### src/rtl/tag_access_pkg.sv
// Purpose: Shared constants and types for the tag block write access control.
// Assumes: One 10 MHz clock; block addresses are 8 bits, data words 32 bits.
// Notes: Reset values of the counters and the one-time areas live here.
package tag_access_pkg;
  localparam int ADDR_W = 8;
  localparam int DATA_W = 32;
  localparam logic [7:0] ADDR_BOOL_LAST = 8'h04;
  localparam logic [7:0] ADDR_CNT_A = 8'h05;
  localparam logic [7:0] ADDR_CNT_RELOAD = 8'h06;
  localparam logic [7:0] ADDR_USER_FIRST = 8'h07;
  localparam logic [7:0] ADDR_USER_LAST = 8'h7f;
  localparam logic [7:0] ADDR_SYSTEM = 8'hff;
  localparam logic [7:0] ADDR_LOCK_PAIR_LAST = 8'h08;
  localparam logic [7:0] ADDR_LOCKABLE_LAST = 8'h0f;
  localparam int MEM_WORDS = 128;
  localparam int LOCK_LSB = 24;
  localparam int RELOAD_LSB = 21;
  localparam int RELOAD_MSB = 31;
  localparam int ID_MSB = 7;
  localparam logic [31:0] CNT_A_RESET = 32'hfffffffe;
  localparam logic [31:0] CNT_RELOAD_RESET = 32'hffffffff;
  localparam logic [31:0] OTP_RESET = 32'hffffffff;
  localparam logic [31:0] WORD_EMPTY = 32'h00000000;
  // Self-timed programming time and its cycle count at 10 MHz
  localparam int PROG_TIME_US = 5000;
  localparam int CLK_MHZ = 10;
  localparam int PROG_CYCLES = PROG_TIME_US * CLK_MHZ;
  localparam int PROG_CNT_W = 16;

  typedef struct packed {
    logic valid;
    logic write;
    logic [7:0] addr;
    logic [31:0] data;
  } block_cmd_t;

  typedef struct packed {
    logic rd_valid;
    logic wr_done;
    logic [31:0] data;
  } block_rsp_t;
endpackage

### src/rtl/tag_block_write_access_control.sv
// Purpose: Write access control for the tag's 32-bit block memory.
// Assumes: Frame decode, CRC and the tag state machine sit outside and hand over
//   checked block read and write commands; power_good comes from the field detector.
// Notes: The user array is behavioural; field loss aborts any running write.
// Summary of operation
// RULE1 - Boolean blocks store old AND new data
// RULE2 - All-zero Boolean block refuses further writes
// RULE3 - Reload bits change on block 6 arms erase
// RULE4 - Armed erase lasts until power loss or select; armed_ff clears only on reset_n or select_seen, not when power_good drops
// RULE5 - Counter accepts only strictly lower values
// RULE6 - Counter resets: 5 is FFFFFFFE, 6 all ones
// RULE7 - Power loss mid-programming keeps old counter
// RULE8 - User block write replaces whole word
// RULE9 - Block 255 bits 31:24 lock blocks 7-15
// RULE10 - Locks are permanent; locked blocks refuse writes
// RULE11 - System block ANDs data, empty refuses writes
// RULE12 - Mask option makes bits 7:0 the id
// RULE13 - All blocks readable; reader uses block commands
// RULE14 - Whole 32-bit words, 8-bit block address
// RULE15 - Rejected commands get no answer at all
// RULE16 - Refused writes change nothing anywhere
`timescale 1ns/10ps
module tag_block_write_access_control #(
  parameter int PROG_CYCLES_P = tag_access_pkg::PROG_CYCLES
) (
  input wire logic clk_sys,
  input wire logic reset_n,
  input wire logic clk_en,
  input wire tag_access_pkg::block_cmd_t cmd,
  output logic cmd_ready,
  output tag_access_pkg::block_rsp_t rsp,
  input wire logic select_seen,
  input wire logic power_good,
  input wire logic fixed_id_option,
  input wire logic [7:0] random_id,
  output logic [7:0] tag_select_id,
  output logic reload_armed
);
  import tag_access_pkg::*;

  // Lock decode for blocks 7 to 15; bit 24 covers the pair 7 and 8
  function automatic logic block_locked(input logic [7:0] a, input logic [31:0] sys);
    logic [7:0] locks;
    logic hit;
    locks = sys[31:LOCK_LSB];
    hit = 1'b0;
    if (a >= ADDR_USER_FIRST && a <= ADDR_LOCK_PAIR_LAST) begin
      hit = !locks[0]; // RULE9
    end else if (a > ADDR_LOCK_PAIR_LAST && a <= ADDR_LOCKABLE_LAST) begin
      hit = !locks[3'(a - ADDR_LOCK_PAIR_LAST)]; // RULE9
    end
    return hit;
  endfunction

  logic pg_meta_ff;
  logic pg_sync_ff;
  logic [31:0] mem [0:MEM_WORDS-1];
  logic [31:0] bool_ff [0:4];
  logic [31:0] cnt_a_ff;
  logic [31:0] cnt_reload_ff;
  logic [31:0] sys_ff;
  logic armed_ff;
  logic fixed_opt_meta_ff;
  logic fixed_opt_ff;
  logic [7:0] stage_addr_ff;
  logic [31:0] stage_data_ff;
  logic stage_rearm_ff;
  block_rsp_t rsp_ff;
  logic busy;
  logic commit;
  logic start;
  logic [31:0] old_word;
  logic [31:0] nxt_word;
  logic accept;
  logic rearm;

  // Field detector is asynchronous to the carrier clock
  always_ff @(posedge clk_sys or negedge reset_n) begin
    if (!reset_n) begin
      pg_meta_ff <= 1'b0;
      pg_sync_ff <= 1'b0;
    end else if (clk_en) begin
      pg_meta_ff <= power_good;
      pg_sync_ff <= pg_meta_ff;
    end
  end

  // Mask option is a pad strap, so it passes two flops like power_good
  always_ff @(posedge clk_sys or negedge reset_n) begin
    if (!reset_n) begin
      fixed_opt_meta_ff <= 1'b0;
      fixed_opt_ff <= 1'b0;
    end else if (clk_en) begin
      fixed_opt_meta_ff <= fixed_id_option;
      fixed_opt_ff <= fixed_opt_meta_ff;
    end
  end

  always_comb begin
    old_word = WORD_EMPTY;
    if (cmd.addr <= ADDR_BOOL_LAST) begin
      old_word = bool_ff[3'(cmd.addr)];
    end else if (cmd.addr == ADDR_CNT_A) begin
      old_word = cnt_a_ff;
    end else if (cmd.addr == ADDR_CNT_RELOAD) begin
      old_word = cnt_reload_ff;
    end else if (cmd.addr <= ADDR_USER_LAST) begin
      old_word = mem[7'(cmd.addr)];
    end else if (cmd.addr == ADDR_SYSTEM) begin
      old_word = sys_ff;
    end
  end

  always_comb begin
    nxt_word = cmd.data; // RULE14
    accept = 1'b0;
    rearm = 1'b0;
    if (cmd.addr <= ADDR_BOOL_LAST) begin
      if (armed_ff) begin
        accept = 1'b1; // RULE4
      end else begin
        accept = (old_word != WORD_EMPTY); // RULE2
        nxt_word = old_word & cmd.data; // RULE1
      end
    end else if (cmd.addr == ADDR_CNT_A || cmd.addr == ADDR_CNT_RELOAD) begin
      accept = (cmd.data < old_word); // RULE5
      rearm = (cmd.addr == ADDR_CNT_RELOAD) &&
              (cmd.data[RELOAD_MSB:RELOAD_LSB] != old_word[RELOAD_MSB:RELOAD_LSB]); // RULE3
    end else if (cmd.addr <= ADDR_USER_LAST) begin
      accept = !block_locked(cmd.addr, sys_ff); // RULE10
    end else if (cmd.addr == ADDR_SYSTEM) begin
      accept = (old_word != WORD_EMPTY); // RULE11
      nxt_word = old_word & cmd.data; // RULE11
    end
  end

  // The commit cycle blocks commands too, so no check reads a word about to change
  assign cmd_ready = !busy && !commit;
  assign start = cmd.valid && cmd.write && cmd_ready && accept; // RULE16

  // Data is held aside and only lands in the array on a clean commit
  always_ff @(posedge clk_sys or negedge reset_n) begin
    if (!reset_n) begin
      stage_addr_ff <= '0;
      stage_data_ff <= '0;
      stage_rearm_ff <= 1'b0;
    end else if (clk_en && start) begin
      stage_addr_ff <= cmd.addr;
      stage_data_ff <= nxt_word;
      stage_rearm_ff <= rearm;
    end
  end

  prog_cycle_timer #(.CYCLES(PROG_CYCLES_P)) u_prog (
    .clk_sys(clk_sys),
    .reset_n(reset_n),
    .clk_en(clk_en),
    .start(start),
    .power_ok(pg_sync_ff),
    .busy(busy),
    .commit(commit)
  );

  // Counters take their new value only at commit, so tearing leaves the old one
  always_ff @(posedge clk_sys or negedge reset_n) begin
    if (!reset_n) begin
      cnt_a_ff <= CNT_A_RESET; // RULE6
      cnt_reload_ff <= CNT_RELOAD_RESET; // RULE6
    end else if (clk_en && commit) begin
      if (stage_addr_ff == ADDR_CNT_A) begin
        cnt_a_ff <= stage_data_ff; // RULE7
      end
      if (stage_addr_ff == ADDR_CNT_RELOAD) begin
        cnt_reload_ff <= stage_data_ff; // RULE7
      end
    end
  end

  genvar gi;
  generate
    for (gi = 0; gi <= 4; gi++) begin : g_bool
      always_ff @(posedge clk_sys or negedge reset_n) begin
        if (!reset_n) begin
          bool_ff[gi] <= OTP_RESET;
        end else if (clk_en && commit && stage_addr_ff == 8'(gi)) begin
          bool_ff[gi] <= stage_data_ff; // RULE1
        end
      end
    end
  endgenerate

  always_ff @(posedge clk_sys or negedge reset_n) begin
    if (!reset_n) begin
      sys_ff <= OTP_RESET;
    end else if (clk_en && commit && stage_addr_ff == ADDR_SYSTEM) begin
      sys_ff <= stage_data_ff; // RULE11
    end
  end

  // User array is not reset: it stands for nonvolatile storage
  always_ff @(posedge clk_sys) begin
    if (clk_en && commit && stage_addr_ff >= ADDR_USER_FIRST && stage_addr_ff <= ADDR_USER_LAST) begin
      mem[7'(stage_addr_ff)] <= stage_data_ff; // RULE8
    end
  end

  // Arming wins over a select in the same cycle
  always_ff @(posedge clk_sys or negedge reset_n) begin
    if (!reset_n) begin
      armed_ff <= 1'b0; // RULE4
    end else if (clk_en) begin
      if (commit && stage_rearm_ff) begin
        armed_ff <= 1'b1; // RULE3
      end else if (select_seen) begin
        armed_ff <= 1'b0; // RULE4
      end
    end
  end

  always_ff @(posedge clk_sys or negedge reset_n) begin
    if (!reset_n) begin
      rsp_ff <= '0;
    end else if (clk_en) begin
      rsp_ff.rd_valid <= 1'b0;
      rsp_ff.wr_done <= commit; // RULE15
      if (cmd.valid && !cmd.write && cmd_ready &&
          (cmd.addr <= ADDR_USER_LAST || cmd.addr == ADDR_SYSTEM)) begin
        rsp_ff.rd_valid <= 1'b1; // RULE13
        rsp_ff.data <= old_word; // RULE13
      end
    end
  end

  assign rsp = rsp_ff;
  assign tag_select_id = fixed_opt_ff ? sys_ff[ID_MSB:0] : random_id; // RULE12
  assign reload_armed = armed_ff;
endmodule

### src/rtl/prog_cycle_timer.sv
// Purpose: Times one self-timed programming cycle and reports commit or abort.
// Assumes: power_ok is already synchronised to clk_sys.
// Notes: A commit pulse is only issued if power stayed good for the whole cycle.
`timescale 1ns/10ps
module prog_cycle_timer #(
  parameter int CYCLES = tag_access_pkg::PROG_CYCLES
) (
  input wire logic clk_sys,
  input wire logic reset_n,
  input wire logic clk_en,
  input wire logic start,
  input wire logic power_ok,
  output logic busy,
  output logic commit
);
  import tag_access_pkg::*;
  localparam logic [PROG_CNT_W-1:0] LAST = PROG_CNT_W'(CYCLES - 1);
  logic [PROG_CNT_W-1:0] cnt_ff;
  logic busy_ff;
  logic commit_ff;

  always_ff @(posedge clk_sys or negedge reset_n) begin
    if (!reset_n) begin
      busy_ff <= 1'b0;
      cnt_ff <= '0;
    end else if (clk_en) begin
      if (busy_ff && !power_ok) begin
        busy_ff <= 1'b0; // RULE7
      end else if (busy_ff) begin
        if (cnt_ff == LAST) begin
          busy_ff <= 1'b0;
        end
        cnt_ff <= cnt_ff + 1'b1;
      end else if (start) begin
        busy_ff <= 1'b1;
        cnt_ff <= '0;
      end
    end
  end

  always_ff @(posedge clk_sys or negedge reset_n) begin
    if (!reset_n) begin
      commit_ff <= 1'b0;
    end else if (clk_en) begin
      commit_ff <= busy_ff && power_ok && (cnt_ff == LAST);
    end
  end

  assign busy = busy_ff;
  assign commit = commit_ff;
endmodule

### config.mk
export PLATFORM = sky130hd
export DESIGN_NAME = tag_block_write_access_control
export DESIGN_NICKNAME = d
export VERILOG_FILES = /design/src/rtl/tag_access_pkg.sv /design/src/rtl/tag_block_write_access_control.sv /design/src/rtl/prog_cycle_timer.sv
export SDC_FILE = /design/constraint.sdc
export NUM_CORES = 2
export LEC_CHECK = 0
export BUFFER_PORTS_ARGS = -buffer_cell sky130_fd_sc_hd__buf_2
export CORE_ASPECT_RATIO = 1.75
export CORE_MARGIN = 5
export CORE_UTILIZATION = 48
export DETAILED_ROUTE_END_ITERATION = 6
export HOLD_SLACK_MARGIN = 0.15
export PLACE_DENSITY_LB_ADDON = 0.1
export RECOVER_POWER = 50
export SYNTH_ARGS = -nofsm -noshare
export SYNTH_HDL_FRONTEND = slang
export SYNTH_SLANG_ARGS = --single-unit
### constraint.sdc
create_clock -name clk_sys -period 9.26 [get_ports clk_sys]
set_input_delay 1.852 -clock clk_sys [delete_from_list [all_inputs] [get_ports clk_sys]]
set_output_delay 1.852 -clock clk_sys [all_outputs]
set_load 0.03 [all_outputs]
; Word-level counts from Yosys, hierarchy flattened
; Memory sizes are Yosys's and may differ from the RTL's.
; Index checks and enable logic that the tools add are counted.
[totals]
register_bits = 354
ram_bits = 4096
inputBits = 56
memories = 1
[op_classes]
add_sub_neg = 2
n_lt_le_gt_ge = 11
n_eq_ne = 12
muxes = 39
n_bitwise = 3
n_reduce_logical = 42
[memory_table]
columns = memory, depth, width, read_ports, rd_clocked_by_memory_dff, write_ports, line_no
row1 = mem, 128, 32, 1, 0, 1, tag_block_write_access_control.sv:57  ; logic [31:0] mem [0:MEM_WORDS-1];
[ops]
columns = cell, n
row1 = 32-bit two-way mux, 12
row2 = 32-bit binary-select mux with 3-bit select, 1
row3 = 8-bit by 3-bit equality test with 1-bit output (second input constant), 5
row4 = 32-bit AND, 1
row5 = 32-bit less-than comparator, 1
row6 = 16-bit two-way mux, 2
row7 = 32-bit nonzero test, 1
row8 = 1-bit logical AND, 24
row9 = 1-bit two-way mux, 22
row10 = 16-bit by 1-bit adder with 16-bit output (second input constant), 1
row11 = 16-bit equality test (second input constant), 1
row12 = 8-bit by 2-bit equality test with 1-bit output (second input constant), 2
row13 = 8-bit equality test (second input constant), 2
row14 = 8-bit by 3-bit >= comparator with 1-bit output (second input constant), 2
row15 = 8-bit by 4-bit less-or-equal comparator with 1-bit output (second input constant), 2
row16 = 8-bit by 7-bit less-or-equal comparator with 1-bit output (second input constant), 2
row17 = 11-bit != test, 1
row18 = 8-bit by 1-bit equality test with 1-bit output (second input constant), 1
row19 = 8-bit by 4-bit greater-than comparator with 1-bit output (second input constant), 1
row20 = 8-bit by 3-bit less-or-equal comparator with 1-bit output (second input constant), 1
row21 = 8-bit logical NOT, 1
row22 = 8-bit two-way mux, 1
row23 = 2-bit AND reduction, 4
row24 = 1-bit logical NOT, 7
row25 = 9 further kinds, 11

; Longest topological paths before layout
[depth]
word_depth = 17
mapped_depth = 27

; Modules after synthesis
; From an unflattened synthesis, not the netlist that was laid out.
[unflattened]
hier_cells = 8530
area_unflattened_um2 = 175390.7
[by_module_without_submodules]
columns = module, n_inst, cells_each, area_each_um2, seq_area_each_um2
row1 = tag_block_write_access_control, 1, 8428, 174449.8, 131725.1
row2 = prog_cycle_timer, 1, 102, 940.9, 450.4

; Worst setup path after synthesis
; No wires, ideal clock.
[synth_timing]
kind = input to register
start = in cmd[32] (netlist bit)
end = reg stage_data_ff[16]
t_arrival_ns = 6.453
required_time_ns = 9.129
slack_ns = 2.675
stages = 24
n_path_buf = 6
cell_sequence = buf_6 > buf_6 > buf_6 > buf_6 > buf_2 > mux4_2 > mux2i_1 > o22ai_1 > nor4b_1 > nand2_1 > and2_1 > inv_1 > ha_1 > a21o_1 > a211oi_1 > o21a_1 > o21ai_0 > a311oi_1 > o211ai_1 > a2111oi_0 > o311ai_0 > a21oi_2 > buf_2 > mux2_2
[synth_via]
elab_cells_between_ends = 47
cone_classes = add/sub: 1 / order compare: 7 / eq/ne: 3 / mux: 25 / bitwise: 2 / reduce/logical: 8 / memory: 1
[synth_rtl]
columns = item, line_no
row1 = from (decl), tag_block_write_access_control.sv:29  ; input wire tag_access_pkg::block_cmd_t cmd,
row2 = branches (longest 5 deep; another with memory 128 x 32 bit), n/a
row3 = 32-bit two-way mux *, tag_block_write_access_control.sv:101  ; if (cmd.addr <= ADDR_BOOL_LAST) begin
row4 = named net old_word[9], tag_block_write_access_control.sv:72  ; logic [31:0] old_word;
row5 = branches (longest 4 deep; another with 32-bit less-than comparator), n/a
row6 = 1-bit two-way mux *, tag_block_write_access_control.sv:118  ; if (cmd.addr <= ADDR_BOOL_LAST) begin
row7 = 1-bit logical AND *, tag_block_write_access_control.sv:139  ; assign start = cmd.valid && cmd.write && cmd_ready && accept;
row8 = 1-bit logical AND *, tag_block_write_access_control.sv:147  ; end else if (clk_en && start) begin
row9 = to (signal assigned), tag_block_write_access_control.sv:149  ; stage_data_ff <= nxt_word;
row10 = to (decl), tag_block_write_access_control.sv:66  ; logic [31:0] stage_data_ff;
; Mark *: on every way through the listed nets, which the timed path passes. The select of a mux whose other input is x is not followed.
; A chain may end at the register's enable or synchronous reset.

; Final worst setup path
[layout_timing]
start = in cmd[32] (netlist bit)
end = reg stage_data_ff[17]
[layout_via]
elab_chain_len = 15
elab_cells_between_ends = 47
cone_classes = add/sub: 1 / order compare: 7 / eq/ne: 3 / mux: 25 / bitwise: 2 / reduce/logical: 8 / memory: 1
[layout_rtl]
columns = item
row1 = branches (longest 15 deep; another with memory 128 x 32 bit)
; Several ways; the timed one is not identified. The select of a mux whose other input is x is not followed.

==> run_summary.xml <==
<?xml version="1.0" encoding="UTF-8"?>
<metrics>
  <group name="logic_synthesis">
    <metric name="synth-edff-count" unit="">4096</metric>
    <metric name="post_synthesis_register_bit_count" unit="">4450</metric>
    <metric name="synthMostInstantiatedCell" unit="">edfxtp_1</metric>
    <metric name="synth_seq_area_share" unit="">0.756</metric>
    <metric name="ys_types" unit="">88</metric>
    <metric name="synth_area_per_cell" unit="um2">20.6</metric>
    <metric name="synth_commonest_cells" unit="">4096 x edfxtp_1, 894 x mux4_2, 400 x mux2i_1</metric>
    <metric name="async_reset_ff_frac" unit="">0.0796</metric>
    <metric name="post_synthesis_cell_count" unit="">8487</metric>
    <metric name="synth_warnings" unit="">0</metric>
    <metric name="synth.top_cells.by_area" unit="">edfxtp_1 70%, mux4_2 12%, dfstp_2 3.8%, mux2_2 2.4%, mux2i_1 2.3%</metric>
    <metric name="synth_top_area_share" unit="">0.704</metric>
    <metric name="synth_area_leader_cell" unit="">edfxtp_1</metric>
    <metric name="synth_ff_type" unit="">edfxtp_1</metric>
    <metric name="mappedNetlistArea" unit="um2">175000</metric>
  </group>
  <group name="finish">
    <metric name="final_design_area_no_fill" unit="um2">199000</metric>
    <metric name="relative_area_change_from_synthesis_to_final_layout" unit="%">13.8</metric>
    <metric name="layout.nets" unit="">9381</metric>
    <metric name="post_route_cells_drive_above_1_share" unit="">0.302</metric>
    <metric name="nFillCells" unit="">27700</metric>
  </group>
  <group name="sta">
    <metric name="setup_tns" unit="ps">0</metric>
    <metric name="report.final.hold_viol_count" unit="">0</metric>
    <metric name="final-max-slew-violation-count" unit="">4614</metric>
    <metric name="timing.final.crit_share" unit="">0.912</metric>
    <metric name="achievable-frequency" unit="MHz">118</metric>
    <metric name="timing.final.ws_setup" unit="ps">816</metric>
    <metric name="timing.final.setup_violations" unit="">0</metric>
    <metric name="worst-slew-pin-transition" unit="ps">5140</metric>
    <metric name="skew" unit="ps">72.9</metric>
    <metric name="final_period_minus_worst_setup_slack" unit="ps">8440</metric>
    <metric name="rsz0062_at_grt" unit="">no</metric>
    <metric name="max_slew_margin" unit="">-2.43</metric>
  </group>
  <group name="global_route">
    <metric name="grt_util_met3" unit="">0.0631</metric>
    <metric name="met1_usage" unit="">0.387</metric>
    <metric name="globalRouteMet2Util" unit="">0.520</metric>
    <metric name="grt_antenna_before_repair" unit="">71</metric>
    <metric name="vias_in_the_first_global_route" unit="">94300</metric>
    <metric name="maximum_number_of_pins_on_one_net_before_global_route_repair" unit="">153</metric>
    <metric name="grt-busiest-layer" unit="">met2</metric>
    <metric name="grt_first_pass_wirelength" unit="um">820000</metric>
    <metric name="grt_usage" unit="">0.319</metric>
    <metric name="gr-total-overflow" unit="">0</metric>
  </group>
  <group name="clocking">
    <metric name="tritoncts" unit="">done</metric>
    <metric name="ctsResizeCount" unit="">0</metric>
    <metric name="cts_hold_repair.buffers" unit="">0</metric>
    <metric name="root_driver" unit="">clkbuf_16</metric>
    <metric name="insertion_delay" unit="ps">1000</metric>
    <metric name="clockBufferDepth" unit="">4</metric>
    <metric name="cts.reportedPaths.clkPinSlew" unit="ps">60</metric>
    <metric name="htree_num_levels" unit="">5</metric>
    <metric name="postCtsSetupRepairBufs" unit="">0</metric>
    <metric name="cts_buffers" unit="">399</metric>
    <metric name="cts_sinks" unit="">4450</metric>
  </group>
  <group name="setup_path">
    <metric name="worst-path-max-fanout" unit="">46</metric>
    <metric name="cpLargestDelayFamily" unit="">compound AO/OA/AOI/OAI gates</metric>
    <metric name="cp-end-kind" unit="">flop</metric>
    <metric name="worstSetupStartpointType" unit="">input pin</metric>
    <metric name="crit_path_top_delay_cell" unit="">a221oi_1</metric>
    <metric name="timing_worst_setup_path_type" unit="">in2reg</metric>
    <metric name="cp.required" unit="ps">10120</metric>
    <metric name="max_stage_delay" unit="ps">710</metric>
    <metric name="worstPathCellList" unit="">buf_12, buf_12, buf_12, mux4_2, a221oi_1, o21ai_0, nand2_1, o21ai_0, buf_4, a31oi_1, ha_1, a21o_1, a21o_1, a21oi_1, o21ai_0, and3_1, a2111oi_0, o311ai_0, a21oi_4, buf_4, mux2_2</metric>
    <metric name="crit_buf_inv" unit="">5</metric>
    <metric name="worst-endpoint-arrival" unit="ps">9300</metric>
  </group>
  <group name="floorplan">
    <metric name="num_io_pins" unit="">100</metric>
    <metric name="fp.dieArea" unit="um2">377000</metric>
    <metric name="initial_core_util" unit="">0.481</metric>
    <metric name="chipHeight" unit="um">808</metric>
    <metric name="core.rowCount" unit="">293</metric>
    <metric name="core_region_area" unit="um2">363000</metric>
    <metric name="die_x" unit="um">466</metric>
  </group>
  <group name="route">
    <metric name="postRouteWirelength" unit="um">606000</metric>
    <metric name="drc" unit="">21</metric>
    <metric name="route.detailed.vias_per_inst" unit="">6.51</metric>
    <metric name="drt_first_pass_iters" unit="">6</metric>
    <metric name="vias" unit="">94600</metric>
    <metric name="antenna_violating_nets_left" unit="">0</metric>
    <metric name="drt_first_iter_violations" unit="">12400</metric>
    <metric name="avgRoutedWirePerCell" unit="um">41.8</metric>
  </group>
  <group name="min_path">
    <metric name="hold_class" unit="">reg2reg</metric>
  </group>
  <group name="status">
    <metric name="outcome" unit="">complete, but fails checks</metric>
    <metric name="violations" unit="">design-rule violations, max-capacitance violations, max-slew violations</metric>
  </group>
  <group name="place">
    <metric name="preCtsSetupSlack" unit="ps">125</metric>
    <metric name="gp_congestion" unit="">0.988</metric>
    <metric name="dpl.hpwl" unit="um">377000</metric>
    <metric name="postPlaceCellArea" unit="um2">186000</metric>
    <metric name="portBuffers" unit="">99</metric>
  </group>
  <group name="power_and_ir_drop">
    <metric name="power-per-cell-area" unit="nW/um2">233</metric>
    <metric name="total_power" unit="mW">46.3</metric>
    <metric name="worst_ir_drop_vdd" unit="V">0.000173</metric>
    <metric name="p_leak" unit="nW">65.6</metric>
  </group>
  <group name="run">
    <metric name="max-cap-violations" unit="">70</metric>
  </group>
</metrics>
[sequential cells by signal (all words and copies together), names as in the netlist]
register / flops
reload_armed: 1
cnt_reload_ff: 32
u_prog.commit: 1
stage_rearm_ff: 1
bool_ff: 160
mem: 4096
u_prog.busy: 1
rsp: 34
sys_ff: 32
fixed_opt_ff: 1
fixed_opt_meta_ff: 1
pg_meta_ff: 1
stage_addr_ff: 8
stage_data_ff: 32
pg_sync_ff: 1
cnt_a_ff: 32
u_prog.cnt_ff: 16
[logic make-up (layout without fill, tap and decap cells)]
family          Yosys count  in the layout  share of synthesized area
mux                    1670           1670                      0.162
other cells               1            286                  0.0000215
buf+inv                 541           1417                     0.0161
xor+xnor                 12             12                   0.000601
compound gates          932            932                     0.0382
flops                  4450           4450                      0.756
simple gates            816            816                     0.0218
fa+ha+maj                65             65                    0.00465
[power breakdown]
group | internal [mW] | switching [mW] | total (mW)
clock network | 9.88 | 7.49 | 17.4
logic | 0.899 | 2.87 | 3.77
registers | 24.0 | 1.15 | 25.1
[metal layers]
metal,vias to the layer above,share of wire
met5,-,0.00051
met4,38,0.086
met3,1504,0.086
met2,5170,0.49
met1,51200,0.34
li1,36700,-
[worst paths after layout]
path,from,endpoint,slack [ps],cells past startpoint
setup / recovery,cmd[32],stage_data_ff[17]$_DFFE_PN0P_,820,21
hold / removal,rsp[28]$_DFFE_PN0P_,rsp[28]$_DFFE_PN0P_,480,2
setup reg to reg,stage_data_ff[21]$_DFFE_PN0P_,mem[73][21]$_DFFE_PP_,2450,1
hold reg to reg,rsp[28]$_DFFE_PN0P_,rsp[28]$_DFFE_PN0P_,480,2
max in group asynchronous,reset_n,u_prog.cnt_ff[4]$_DFFE_PN0P_,4060,2
min in group asynchronous,reset_n,rsp[26]$_DFFE_PN0P_,900,1
[cell type report]
class / instances / area [um2] / area share
multi-input combinational: 3719 / 41700 / 0.210
inverter: 46 / 184 / 0.000924
sequential: 4450 / 132000 / 0.664
clock inverter: 235 / 2770 / 0.0139
tap: 4867 / 6090 / 0.0306
clock buffer: 492 / 10700 / 0.0536
timing repair buffer: 644 / 5180 / 0.0260
antenna: 62 / 155 / 0.000780
[per-stage QoR]
stage               hold WS [ps]   util  std cells
floorplan                    474      -       8710
global placement             461  0.511      13700
detailed placement           470  0.511      13700
CTS                          485  0.548      14400
global route                 513  0.547      14500
finish                       481  0.548      14500
[tightest hold or removal path: cells and delay by family (launching register included)]
kind	cells	cell delay (ps)
compound gates	1	60
simple gates	1	50
flops	1	340
[cell usage in the layout, fill, tap and decap left out, types with 160 or more instances in the layout]
master     instances
a22oi_1          160
dfstp_2          255
mux2_2           373
mux2i_1          400
conb_1           224
clkbuf_16        407
edfxtp_1        4096
mux4_2           894
buf_4            447
nand2_1          279
(Power assumes the default switching activity.)
